**src/bfp_cfg.svh**
```systemverilog
// Constants of the bridge fault protection controller.
// Assumes inclusion by bare name; holds definitions only.
//
// What this block does
// - Outputs Hi-Z until both supplies good
// - Reset gives safe state, any supply order
// - Held pair gets weak pulldown, except half mode
// - Two flags are active-low open-drain outputs
// - Shutdown flag low on any shutdown
// - Warning flag low above warning temperature
// - Flag pair encodes warning and shutdown
// - Any held pair forces shutdown flag high
// - Any fault: Hi-Z at once, flag low
// - Undervoltage recovers by itself when cleared
// - Low bootstrap: repeated short high-side off
// - Recharge also on very high duty
// - Mode picks per-cycle limit or latched trip
// - Per-cycle: overcurrent ends rest of cycle
// - Per-cycle: hard short latches shutdown
// - Current protection independent per half-bridge
// - Latched trip: immediate shutdown, pair reset restores
// - Thermal shutdown latched until both pairs held
// - Held pair forces its four FETs Hi-Z
// - Pair release edge clears overcurrent shutdown
`ifndef BFP_CFG_SVH
`define BFP_CFG_SVH

// ----------------------------------------
// Register map
// ----------------------------------------
`define BFP_CTRL_OFS         32'h0000_0000
`define BFP_STATUS_OFS       32'h0000_0004
`define BFP_CTRL_LATCHED_BIT 0
`define BFP_CTRL_HALF_BIT    1
`define BFP_CTRL_RST         2'h0
`define BFP_ST_UV_BIT        0
`define BFP_ST_THERM_BIT     1
`define BFP_ST_WARN_BIT      2
`define BFP_ST_OC_LSB        4
`define BFP_ST_LIMIT_LSB     8
`define BFP_ST_RECH_LSB      12
`define BFP_ST_HOLD_LSB      16
`define BFP_ST_PIN_LSB       18

// ----------------------------------------
// Reset values
// ----------------------------------------
`define BFP_SENSE_RST        19'h7c000
`define BFP_PIN_RST          2'h3

// ----------------------------------------
// Timing
// ----------------------------------------
`define BFP_CLK_NS           25
`define BFP_RECHARGE_NS      100
`define BFP_REARM_NS         1000
`define BFP_PWM_PERIOD_NS    20000
`define BFP_DUTY_MAX_PERMIL  995
`define BFP_RECHARGE_CYC ((`BFP_RECHARGE_NS + `BFP_CLK_NS - 1) / `BFP_CLK_NS)
`define BFP_REARM_CYC    ((`BFP_REARM_NS + `BFP_CLK_NS - 1) / `BFP_CLK_NS)
`define BFP_HIGH_MAX_CYC \
  ((`BFP_PWM_PERIOD_NS * `BFP_DUTY_MAX_PERMIL / 1000) / `BFP_CLK_NS)

`endif

```
**src/bfp_pkg.sv**
```systemverilog
// Types of the bridge fault protection controller.
// Assumes the constants header is compiled alongside.
package bfp_pkg;

  // ----------------------------------------
  // Widths
  // ----------------------------------------
  localparam int SYNC_W = 27;          // Synchronised pin bits
  localparam int CNT_W  = 16;          // Counter width

  typedef logic [CNT_W-1:0] bfp_cnt_t;

  // Comparator results, one bit each
  typedef struct packed {
    logic [3:0] gate_uv;               // Gate supply low per bridge
    logic       common_uv;             // Common supply low
    logic       temp_warn;             // Above warning level
    logic       temp_shut;             // Above shutdown level
    logic [3:0] oc_det;                // Overcurrent per bridge
    logic [3:0] oc_short;              // Hard short per bridge
    logic [3:0] boot_low;              // Bootstrap too low
  } bfp_sense_t;

  // Gate commands; both off means Hi-Z
  typedef struct packed {
    logic [3:0] hs_on;                 // High-side FET on
    logic [3:0] ls_on;                 // Low-side FET on
    logic [3:0] pulldown_en;           // Weak output pulldown
  } bfp_drive_t;

  // Whole state of the controller
  typedef struct packed {
    logic [SYNC_W-1:0] s1;             // Sync stage one
    logic [SYNC_W-1:0] s2;             // Sync stage two
    logic [SYNC_W-1:0] s3;             // Sync stage three
    logic [SYNC_W-1:0] val;            // Accepted levels
    logic [1:0]        hold_prev;      // Previous pair holds
    logic [3:0]        oc_latch;       // Overcurrent shutdown
    logic [3:0]        limit;          // Cycle curtailed
    logic              therm_latch;    // Thermal shutdown
    bfp_cnt_t [3:0]    high_cnt;       // Cycles of high pwm
    bfp_cnt_t [3:0]    rech_cnt;       // Recharge and rearm
    logic [1:0]        ctrl;           // Control register
    bfp_drive_t        drive;          // Registered drive
    logic              fault_oe;       // Shutdown flag pull
    logic              warn_oe;        // Warning flag pull
    logic              aw_got;         // Write address held
    logic              w_got;          // Write data held
    logic [31:0]       awaddr;         // Held write address
    logic [31:0]       wdata;          // Held write data
    logic [3:0]        wstrb;          // Held strobes
    logic              bvalid;         // Write response out
    logic [1:0]        bresp;          // Write response code
    logic              rvalid;         // Read data out
    logic [31:0]       rdata;          // Read data
    logic [1:0]        rresp;          // Read response code
  } bfp_state_t;

endpackage

```
**src/bfp_ctrl.sv**
```systemverilog
// Protection and fault reporting logic of a four half-bridge stage.
// Assumes comparator results and pins are asynchronous to aclk.
`timescale 1ns/1ps
`include "bfp_cfg.svh"

module bfp_ctrl
  import bfp_pkg::*;
#(
  parameter int unsigned RECHARGE_CYC = `BFP_RECHARGE_CYC,
  parameter int unsigned REARM_CYC    = `BFP_REARM_CYC,
  parameter int unsigned HIGH_MAX_CYC = `BFP_HIGH_MAX_CYC
)
(
  input  wire logic        aclk,
  input  wire logic        aresetn,
  // AXI4-Lite slave
  input  wire logic [31:0] awaddr,
  input  wire logic [2:0]  awprot,
  input  wire logic        awvalid,
  output logic             awready,
  input  wire logic [31:0] wdata,
  input  wire logic [3:0]  wstrb,
  input  wire logic        wvalid,
  output logic             wready,
  output logic [1:0]       bresp,
  output logic             bvalid,
  input  wire logic        bready,
  input  wire logic [31:0] araddr,
  input  wire logic [2:0]  arprot,
  input  wire logic        arvalid,
  output logic             arready,
  output logic [31:0]      rdata,
  output logic [1:0]       rresp,
  output logic             rvalid,
  input  wire logic        rready,
  // Pins and comparators
  input  wire bfp_sense_t  sense,
  input  wire logic [3:0]  pwm_in,
  input  wire logic        pair_ab_hold_n,
  input  wire logic        pair_cd_hold_n,
  output bfp_drive_t       drive,
  input  wire logic        shutdown_n_in,
  output logic             shutdown_n_out,
  output logic             shutdown_n_oe,
  input  wire logic        thermal_warning_n_in,
  output logic             thermal_warning_n_out,
  output logic             thermal_warning_n_oe
);

  // ----------------------------------------
  // Elaboration checks
  // ----------------------------------------
  localparam int unsigned CNT_MAX = (1 << CNT_W) - 1;

  if (RECHARGE_CYC < 1 || REARM_CYC < 1 || HIGH_MAX_CYC < 1)
  begin : g_bad_min
    $error("bfp_ctrl: cycle counts must be at least one");
  end
  if (RECHARGE_CYC + REARM_CYC > CNT_MAX || HIGH_MAX_CYC > CNT_MAX)
  begin : g_bad_max
    $error("bfp_ctrl: cycle counts exceed counter width");
  end

  localparam bfp_cnt_t RECH_LOAD = CNT_W'(RECHARGE_CYC + REARM_CYC);
  localparam bfp_cnt_t REARM_LVL = CNT_W'(REARM_CYC);
  localparam bfp_cnt_t HIGH_MAX  = CNT_W'(HIGH_MAX_CYC);
  localparam bfp_cnt_t CNT_TOP   = CNT_W'(CNT_MAX);
  localparam logic [1:0] RESP_OKAY   = 2'h0;
  localparam logic [1:0] RESP_SLVERR = 2'h2;

  // ----------------------------------------
  // State and working signals
  // ----------------------------------------
  bfp_state_t  st;                     // Registered state
  bfp_state_t  next_st;                // Next state
  bfp_sense_t  sn;                     // Synchronised comparators
  logic [3:0]  pwm;                    // Synchronised pwm
  logic [1:0]  hold;                   // Pair released, {cd, ab}
  logic [1:0]  pins;                   // Flag pin levels
  logic [1:0]  rise;                   // Pair release edges
  logic [3:0]  kill;                   // Bridge forced Hi-Z
  logic [3:0]  rech;                   // Recharge active
  logic        uv_any;                 // Any supply low
  logic        latched;                // Latched trip mode
  logic        half;                   // Single half mode
  logic        fault;                  // Any shutdown present
  logic [31:0] status;                 // Status word

  // ----------------------------------------
  // Handshake outputs
  // ----------------------------------------
  // Accept address and data in either order
  assign awready = !st.aw_got && !st.bvalid;
  assign wready  = !st.w_got && !st.bvalid;
  assign arready = !st.rvalid;

  // ----------------------------------------
  // Registered outputs
  // ----------------------------------------
  assign bresp  = st.bresp;
  assign bvalid = st.bvalid;
  assign rdata  = st.rdata;
  assign rresp  = st.rresp;
  assign rvalid = st.rvalid;
  assign drive  = st.drive;
  // Open drain: only ever pulls low
  assign shutdown_n_out        = 1'b0;
  assign shutdown_n_oe         = st.fault_oe;
  assign thermal_warning_n_out = 1'b0;
  assign thermal_warning_n_oe  = st.warn_oe;

  // ----------------------------------------
  // Next state logic
  // ----------------------------------------
  always_comb
  begin
    next_st = st;

    // Three stage sync; accept when stages two and three agree
    next_st.s1  = {thermal_warning_n_in, shutdown_n_in, pair_cd_hold_n,
                   pair_ab_hold_n, pwm_in, sense};
    next_st.s2  = st.s1;
    next_st.s3  = st.s2;
    next_st.val = (st.s2 & st.s3) | (st.val & (st.s2 | st.s3));

    // Split accepted levels
    sn   = bfp_sense_t'(st.val[18:0]);
    pwm  = st.val[22:19];
    hold = st.val[24:23];
    pins = st.val[26:25];
    rise = hold & ~st.hold_prev;
    next_st.hold_prev = hold;

    // Mode and supply summary
    latched = st.ctrl[`BFP_CTRL_LATCHED_BIT];
    half    = st.ctrl[`BFP_CTRL_HALF_BIT];
    uv_any  = (|sn.gate_uv) | sn.common_uv;

    // Thermal shutdown latch; a new trip beats the clear
    if (sn.temp_shut)
    begin
      next_st.therm_latch = 1'b1;
    end
    else if (hold == 2'b00)
    begin
      next_st.therm_latch = 1'b0;
    end

    // Per bridge protection and drive
    for (int x = 0; x < 4; x++)
    begin
      // Bridge off on supply or thermal fault, its own overcurrent shutdown, or held pair
      kill[x] = uv_any | st.therm_latch | st.oc_latch[x]
              | ~hold[x / 2];
      rech[x] = st.rech_cnt[x] > REARM_LVL;

      // Overcurrent shutdown; trip wins over release edge
      if (hold[x / 2] && (latched ? sn.oc_det[x] : sn.oc_short[x]))
      begin
        next_st.oc_latch[x] = 1'b1;
      end
      else if (rise[x / 2])
      begin
        next_st.oc_latch[x] = 1'b0;
      end

      // Curtail until the pwm period ends
      if (!latched && sn.oc_det[x] && pwm[x])
      begin
        next_st.limit[x] = 1'b1;
      end
      else if (!pwm[x] || latched)
      begin
        next_st.limit[x] = 1'b0;
      end

      // Recharge pulse then rearm gap
      if (st.rech_cnt[x] != '0)
      begin
        next_st.rech_cnt[x] = st.rech_cnt[x] - 1'b1;
      end
      else if (!kill[x] && pwm[x] &&
               (sn.boot_low[x] || st.high_cnt[x] >= HIGH_MAX))
      begin
        next_st.rech_cnt[x] = RECH_LOAD;
      end

      // Count uninterrupted high time
      if (!pwm[x] || rech[x] || kill[x])
      begin
        next_st.high_cnt[x] = '0;
      end
      else if (st.high_cnt[x] != CNT_TOP)
      begin
        next_st.high_cnt[x] = st.high_cnt[x] + 1'b1;
      end

      // Gate commands
      next_st.drive.hs_on[x] = !kill[x] && pwm[x] && !st.limit[x]
                             && !rech[x];
      next_st.drive.ls_on[x] = !kill[x] && !st.limit[x]
                             && (!pwm[x] || rech[x]);
      next_st.drive.pulldown_en[x] = !hold[x / 2] && !half;
    end

    // Flag outputs
    fault = uv_any | st.therm_latch | (|st.oc_latch);
    next_st.fault_oe = fault && (hold == 2'b11);
    next_st.warn_oe  = sn.temp_warn;

    // Status word
    status = '0;
    status[`BFP_ST_UV_BIT]       = uv_any;
    status[`BFP_ST_THERM_BIT]    = st.therm_latch;
    status[`BFP_ST_WARN_BIT]     = sn.temp_warn;
    status[`BFP_ST_OC_LSB +: 4]    = st.oc_latch;
    status[`BFP_ST_LIMIT_LSB +: 4] = st.limit;
    status[`BFP_ST_RECH_LSB +: 4]  = rech;
    status[`BFP_ST_HOLD_LSB +: 2]  = hold;
    status[`BFP_ST_PIN_LSB +: 2]   = pins;

    // Write channel capture
    if (awvalid && awready)
    begin
      next_st.aw_got = 1'b1;
      next_st.awaddr = awaddr;
    end
    if (wvalid && wready)
    begin
      next_st.w_got = 1'b1;
      next_st.wdata = wdata;
      next_st.wstrb = wstrb;
    end

    // Perform write once both halves held
    if (st.aw_got && st.w_got)
    begin
      next_st.aw_got = 1'b0;
      next_st.w_got  = 1'b0;
      next_st.bvalid = 1'b1;
      next_st.bresp  = RESP_OKAY;
      if (st.awaddr == `BFP_CTRL_OFS)
      begin
        if (st.wstrb[0])
        begin
          next_st.ctrl = st.wdata[1:0];
        end
      end
      else if (st.awaddr != `BFP_STATUS_OFS)
      begin
        next_st.bresp = RESP_SLVERR;                          // Unmapped
      end
    end
    if (st.bvalid && bready)
    begin
      next_st.bvalid = 1'b0;
    end

    // Read channel
    if (arvalid && arready)
    begin
      next_st.rvalid = 1'b1;
      next_st.rresp  = RESP_OKAY;
      if (araddr == `BFP_CTRL_OFS)
      begin
        next_st.rdata = {30'h0, st.ctrl};
      end
      else if (araddr == `BFP_STATUS_OFS)
      begin
        next_st.rdata = status;
      end
      else
      begin
        next_st.rdata = 32'h0;
        next_st.rresp = RESP_SLVERR;                          // Unmapped
      end
    end
    else if (st.rvalid && rready)
    begin
      next_st.rvalid = 1'b0;
    end

    // Synchronous reset to safe constants
    if (!aresetn)
    begin
      next_st      = '0;
      next_st.val  = {`BFP_PIN_RST, 2'h0, 4'h0, `BFP_SENSE_RST};
      // Stages match the safe levels, so no false release after reset
      next_st.s1   = next_st.val;
      next_st.s2   = next_st.val;
      next_st.s3   = next_st.val;
      next_st.ctrl = `BFP_CTRL_RST;
    end
  end

  // ----------------------------------------
  // State register
  // ----------------------------------------
  always_ff @(posedge aclk)
  begin
    st <= next_st;
  end

endmodule

```
**config.mk**
```make
export PLATFORM = sky130hd
export DESIGN_NAME = bfp_ctrl
export DESIGN_NICKNAME = d
export VERILOG_FILES = /design/src/bfp_pkg.sv /design/src/bfp_ctrl.sv
export VERILOG_INCLUDE_DIRS = /design/src /design/src/src
export SDC_FILE = /design/constraint.sdc
export NUM_CORES = 1
export LEC_CHECK = 0
export BUFFER_PORTS_ARGS = -buffer_cell sky130_fd_sc_hd__buf_2
export CORE_ASPECT_RATIO = 0.8
export CORE_MARGIN = 3
export CORE_UTILIZATION = 52
export DETAILED_ROUTE_END_ITERATION = 6
export PLACE_DENSITY_LB_ADDON = 0.15
export SLEW_MARGIN = 20
export SYNTH_ARGS = -nofsm -noshare
export SYNTH_HDL_FRONTEND = slang
export SYNTH_SLANG_ARGS = --single-unit
export TNS_END_PERCENT = 100
```
**constraint.sdc**
```tcl
create_clock -name aclk -period 4.9 [get_ports aclk]
set_clock_uncertainty 0.2 [all_clocks]
set_input_delay 0.98 -clock aclk [delete_from_list [all_inputs] [get_ports aclk]]
set_output_delay 0.98 -clock aclk [all_outputs]
set_load 0.02 [all_outputs]
```
# Word-level counts from Yosys, hierarchy flattened
# Index checks and enable logic that the tools add are counted.
[classes]
add_sub_neg = 8
order_cmp = 8
eq_ne = 7
muxes = 36
bitwise = 20
reduce_logical = 117
[ops]
columns = ["cell", "count"]
rows = [
  ["16-bit 2-to-1 mux", 8],
  ["16-bit by 1-bit adder with 16-bit output, second input constant", 4],
  ["16-bit by 10-bit greater-or-equal comparator with 1-bit output, second input constant", 4],
  ["16-bit by 6-bit greater-than comparator with 1-bit output, second input constant", 4],
  ["32-bit logical NOT", 2],
  ["16-bit inequality test, second input constant", 4],
  ["16-bit nonzero test", 4],
  ["16-bit by 1-bit subtractor with 16-bit output, second input constant", 4],
  ["27-bit AND", 2],
  ["27-bit bitwise OR", 2],
  ["1-bit logical AND", 47],
  ["20-bit 2-to-1 mux", 2],
  ["32-bit by 3-bit equality test with 1-bit output, second input constant", 1],
  ["32-bit by 3-bit inequality test with 1-bit output, second input constant", 1],
  ["2-bit nonzero test", 14],
  ["1-bit logical NOT", 24],
  ["1-bit 2-to-1 mux", 22],
  ["1-bit logical OR", 16],
  ["2-bit OR reduction", 6],
  ["1-bit bitwise OR", 11],
  ["2-bit 2-to-1 mux", 4],
  ["4-bit OR reduction", 2],
  ["1-bit inverter", 3],
  ["3-bit AND reduction", 1],
  ["other kinds (4)", 4],
]
[totals]
reg_bits = 337
inputBits = 140
output_inout_bits = 57
wordCells = 234

# Longest topological paths before layout
[logic_depth]
ltp_word = 10
depth_mapped = 8
mapped_depth_nobuf = 7

# Worst setup path before layout
# Ideal clock, no wire load.
[synth_timing]
kind = "input port to flip-flop"
start = "input aresetn"
end = "register st[160] (netlist bit)"
setup_time_ns = 0.128
t_arrival_ns = 2.148
required_time_ns = 4.572
slack_ns = 2.425
cell_stages = 6
n_path_buf = 4
path_cell_list = "clkbuf_1 inv_1 clkbuf_1 clkbuf_1 buf_1 nor2_1"
[synth_lines]
columns = ["item", "line", "text"]
rows = [
  ["from (decl)", "bfp_ctrl.sv:15", "input wire logic aresetn,"],
  ["to (signal assigned)", "bfp_ctrl.sv:301", "st <= next_st;"],
  ["to (decl)", "bfp_ctrl.sv:74", "bfp_state_t st;"],
]
# No word-level cell between the ends.

# Worst setup path after layout
[layout_timing]
start = "register st[167] (netlist bit)"
end = "register st[235] (netlist bit)"
[layout_via]
elab_chain_len = 4
[layout_lines]
columns = ["item", "line", "text"]
rows = [
  ["16-bit by 6-bit greater-than comparator with 1-bit output", "bfp_ctrl.sv:155", "rech[x] = st.rech_cnt[x] > REARM_LVL;"],
  ["1-bit logical OR (2 in series)", "bfp_ctrl.sv:189", "if (!pwm[x] || rech[x] || kill[x])"],
  ["2-bit OR reduction (no line)", "n/a", ""],
]
# Every way passes these cells.
# A chain may end at the register's enable or synchronous reset.

==> run summary <==
POWER
---------------------------------------------------------------------------------------
Ratio of total power to cell area ........................................   514 mW/mm2
Combinational power share ................................................        0.231
Highest ir drop seen on vdd ..............................................     0.285 mV
Sw Share .................................................................        0.300
Leakage ..................................................................      5.76 nW
Total net switching power ................................................      2.29 mW
Sequential fraction of design power ......................................        0.415
Internal power component .................................................      5.32 mW
Proportion of power drawn by the clock network ...........................        0.354

GRT
---------------------------------------------------------------------------------------
Overall track demand over capacity in global routing .....................        0.197
Antenna violations before repair .........................................            1
Number of global-route vias before repair ................................        9,256
Pin count of the biggest net entering global routing .....................           64
Remaining Overflow, GRT ..................................................            0
Wire length of the first global-routing pass .............................    45,200 um

ROUTING
---------------------------------------------------------------------------------------
Residual antenna-violating net count after detailed routing ..............            0
Drt drc ..................................................................            0
Number of violations reported at the end of detailed-routing iteration 0 .          599
Average wire length per cell after detail routing ........................      14.5 um
DR vias/cell .............................................................         5.33
Total wirelength of the detailed-routed design ...........................    27,200 um
Vias .....................................................................        9,994
Detailed-routing iteration count for the pre-antenna-repair pass .........            5

WORST SETUP PATH
---------------------------------------------------------------------------------------
Logic depth of the worst path, buffers included ..........................            5
Highest-delay cell along the critical path ............................... sky130_fd_sc_hd__nand4_1
Crit Path Class ..........................................................      reg2reg
Worst endpoint data arrival time .........................................      2.98 ns
Worst endpoint required time .............................................      5.15 ns
CP bufs+invs .............................................................            0
Cell count of the worst reg-to-reg path ..................................            5
Cell family with most CP delay ........................................... simple AND/OR/NAND/NOR gates
Type of destination of the critical path .................................         flop
Worst-path cell chain .................................................... nor4_2 > nand3_1 > nor2_1 > nand4_1 > a211oi_1
Critical path fanouts, max ...............................................           16
Largest stage delay on the critical path .................................      0.66 ns
Flop2flop setup slack ....................................................      2.16 ns
Worst setup SP type ......................................................         flop

STA
---------------------------------------------------------------------------------------
Total count of hold-check failures in the final report ...................            0
Actual transition at the worst max-transition pin ........................      1.03 ns
Final setup viols ........................................................            0
Final worst path period share ............................................        0.558
RSZ-0062 raised after global routing .....................................        false
Setup TNS Final ..........................................................         0 ns
Worst slew slack as a fraction of its limit ..............................        0.317
Worst slack on hold paths ................................................     0.210 ns
Peak clock frequency supported by timing .................................    0.365 GHz
Final critical-path required period ......................................      2.74 ns
Fin. max-slew vios .......................................................            0

SYNTHESIS
---------------------------------------------------------------------------------------
Average footprint of a synthesized cell ..................................     9.03 um2
Post-synthesis instance area .............................................   0.0130 mm2
Number of distinct library cells after synthesis .........................           71
Synthesis warning total ..................................................            0
Fraction of synthesis flops using an asynchronous set or reset pin .......            0
Post-synthesis instance total ............................................        1,443
Portion of the post-synthesis area used by sequential elements ...........        0.493
Most common flop cell mapped by yosys .................................... sky130_fd_sc_hd__dfxtp_1
EDFF count, synth ........................................................            0
Number of synthesized register bits ......................................          321

PLACED DESIGN
---------------------------------------------------------------------------------------
Number of buffers added on ports .........................................          140
Routability-driven placement congestion ratio ............................        0.856
Hpwl dp ..................................................................    18,900 um

LAYOUT
---------------------------------------------------------------------------------------
Post-Route Utilization ...................................................        0.604
Synth-to-layout area growth ..............................................        13.6%
Fill cell total of the finished layout ...................................        2,129
Layout Nets ..............................................................        1,689
Fraction of final layout cells with drive strength greater than 1 ........        0.151

CLOCK NETWORK
---------------------------------------------------------------------------------------
H-Tree Depth .............................................................            1
Worst-skew pair later-pin latency ........................................      0.55 ns
Buffers from clock root to sink, at most .................................            3
Post-CTS setup buffer count ..............................................            0
Clock transition at path regs ............................................      0.06 ns
CTS tree .................................................................        built
Resized Gates After CTS ..................................................            0
Clock tree sinks .........................................................          321
Clock tree root buffer cell .............................................. sky130_fd_sc_hd__clkbuf_16
Total clock buffers created by CTS .......................................           31
Quantity of hold-fixing buffers added after cts ..........................            0

FLOORPLANNING
---------------------------------------------------------------------------------------
DIE AREA .................................................................   0.0270 mm2
Core area ................................................................   0.0245 mm2
Floorplan die height .....................................................       148 um
Effective utilization at floorplan .......................................        0.532
Standard-cell row count ..................................................           51
Horizontal die dimension .................................................       183 um
Io pins ..................................................................          197

MIN PATH
---------------------------------------------------------------------------------------
Hold Path Stages .........................................................            1
Class of the most critical hold timing path ..............................      reg2reg

JOB
---------------------------------------------------------------------------------------
Max capacitance violation total ..........................................            0

RUN STATUS
---------------------------------------------------------------------------------------
Run status ............................................................... complete, no violations

-- state kept, by name, summed over array words and instances (netlist names) --
register              flops
rdata                    19
latched                   1
drive                    10
bresp                     1
pwm                       4
shutdown_n_oe             1
pins                      2
bvalid                    1
thermal_warning_n_oe      1
st                      257
sn                       19
half                      1
rresp                     1
rvalid                    1
hold                      2
-- power by group through the flow --
stage               Sequential (mW)  Clock (mW)  Combinational (mW)
CTS                            3.15        2.75                1.76
global route                   3.19        2.85                1.98
global placement               3.20           0                1.72
floorplan                      3.15           0                1.44
detailed placement             3.21           0                1.75
finish                         3.16        2.69                1.76
-- cells in the final DEF, fill, tap and decap left out, types with 7 or more instances in the layout --
| cell | n |
|---|---|
| sky130_fd_sc_hd__clkbuf_16 | 31 |
| sky130_fd_sc_hd__clkinv_2 | 8 |
| sky130_fd_sc_hd__conb_1 | 17 |
| sky130_fd_sc_hd__and3_1 | 19 |
| sky130_fd_sc_hd__a21oi_1 | 96 |
| sky130_fd_sc_hd__inv_1 | 26 |
| sky130_fd_sc_hd__nand3_1 | 45 |
| sky130_fd_sc_hd__o2111ai_1 | 7 |
| sky130_fd_sc_hd__nor4_1 | 24 |
| sky130_fd_sc_hd__dfxtp_1 | 321 |
| sky130_fd_sc_hd__ha_1 | 16 |
| sky130_fd_sc_hd__bufinv_16 | 9 |
| sky130_fd_sc_hd__a211oi_1 | 9 |
| sky130_fd_sc_hd__nand2b_1 | 32 |
| sky130_fd_sc_hd__xor2_1 | 47 |
| sky130_fd_sc_hd__a31oi_1 | 11 |
| sky130_fd_sc_hd__or3_1 | 9 |
| sky130_fd_sc_hd__buf_2 | 139 |
| sky130_fd_sc_hd__mux2i_1 | 13 |
| sky130_fd_sc_hd__o21ai_0 | 60 |
| sky130_fd_sc_hd__nand4_1 | 30 |
| sky130_fd_sc_hd__xnor2_1 | 34 |
| sky130_fd_sc_hd__nand2_1 | 149 |
| sky130_fd_sc_hd__and2_1 | 70 |
| sky130_fd_sc_hd__nor3_1 | 46 |
| sky130_fd_sc_hd__and4_1 | 7 |
| sky130_fd_sc_hd__nor2_1 | 155 |
| sky130_fd_sc_hd__a22o_1 | 10 |
-- worst reg2reg max path, cell delays in order (launching register included) --
cell and delay (ns):
sky130_fd_sc_hd__dfxtp_1 0.35, sky130_fd_sc_hd__nor4_2 0.48, sky130_fd_sc_hd__nand3_1 0.16, sky130_fd_sc_hd__nor2_1 0.39
sky130_fd_sc_hd__nand4_1 0.67, sky130_fd_sc_hd__a211oi_1 0.38
-- worst paths after layout --
| check | start | endpoint |
|---|---|---|
| setup / recovery | st[167] | st[235] |
| hold / removal | st[360] | st[333] |
| setup reg to reg | st[167] | st[235] |
| hold reg to reg | st[360] | st[333] |
-- final cells by class --
cell class	count	area, um2	area share
sequential	321	6430	0.434
clock inverter	20	337	0.0227
timing repair buffer	143	726	0.0490
clock buffer	37	838	0.0567
inverter	27	101	0.00685
tap	318	398	0.0269
multi-input combinational	1009	5970	0.403
antenna	1	2.50	0.000169
-- cells in the mapped netlist (all sizes together), types with 4 or more instances --
cell     count  area [um2]
o211ai       6        45.0
nor4        31         273
ha          16         200
o2111ai      7        61.3
nor2       159         607
xor2        47         412
nand2      149         559
o31ai        6        45.0
or2          6        37.5
a22oi        4        30.0
a21oi       96         480
nor3        47         240
o21ai       60         300
or3         11        78.8
xnor2       34         298
a22o        10        87.6
mux2i       13         130
or4          5        37.5
nand3b       5        50.1
dfxtp      321        6430
nand3       46         235
nand4       33         243
and3        20         126
mux2         5        56.3
and4         7        61.3
and2        70         438
clkbuf      45         169
nor2b        6        37.5
a31oi       11        68.8
a311oi       4        35.0
nand2b      32         200
nor3b        8        70.1
inv         27         101
buf         57         420
a211oi       9        67.6
-- stage by stage --
step / setup WS [ns] / instances / cell area (um2) / power, mW
after detailed placement: 1.63 / 1818 / 13600 / 4.95
after global routing: 1.94 / 1876 / 14800 / 8.02
final: 2.16 / 1876 / 14800 / 7.61
after global placement: 1.68 / 1818 / 13600 / 4.92
after CTS: 2.19 / 1875 / 14800 / 7.66
after floorplan: 2.42 / 1459 / 13100 / 4.59
-- kinds of logic after synthesis --
| kind of cell | count (synthesis) | share of synthesized area |
|---|---|---|
| muxes | 18 | 0.0143 |
| and+or+nand+nor | 644 | 0.260 |
| other | 1 | 0.000288 |
| AOI/OAI and AO/OA | 233 | 0.109 |
| DFF | 321 | 0.493 |
| adders and majority gates | 16 | 0.0154 |
| buffers and inverters | 129 | 0.0530 |
| xor gates and xnor gates | 81 | 0.0545 |
-- layer usage --
metal  routed length, um  vias to the layer above  global-route usage
met1               14000                     4676               0.298
met2               11600                      181               0.301
met5                   0                        -                   0
li1                    -                     5106                   -
met4                 498                        0              0.0461
met3                1050                       31              0.0266
No activity file was read; power rests on OpenSTA's default activity.
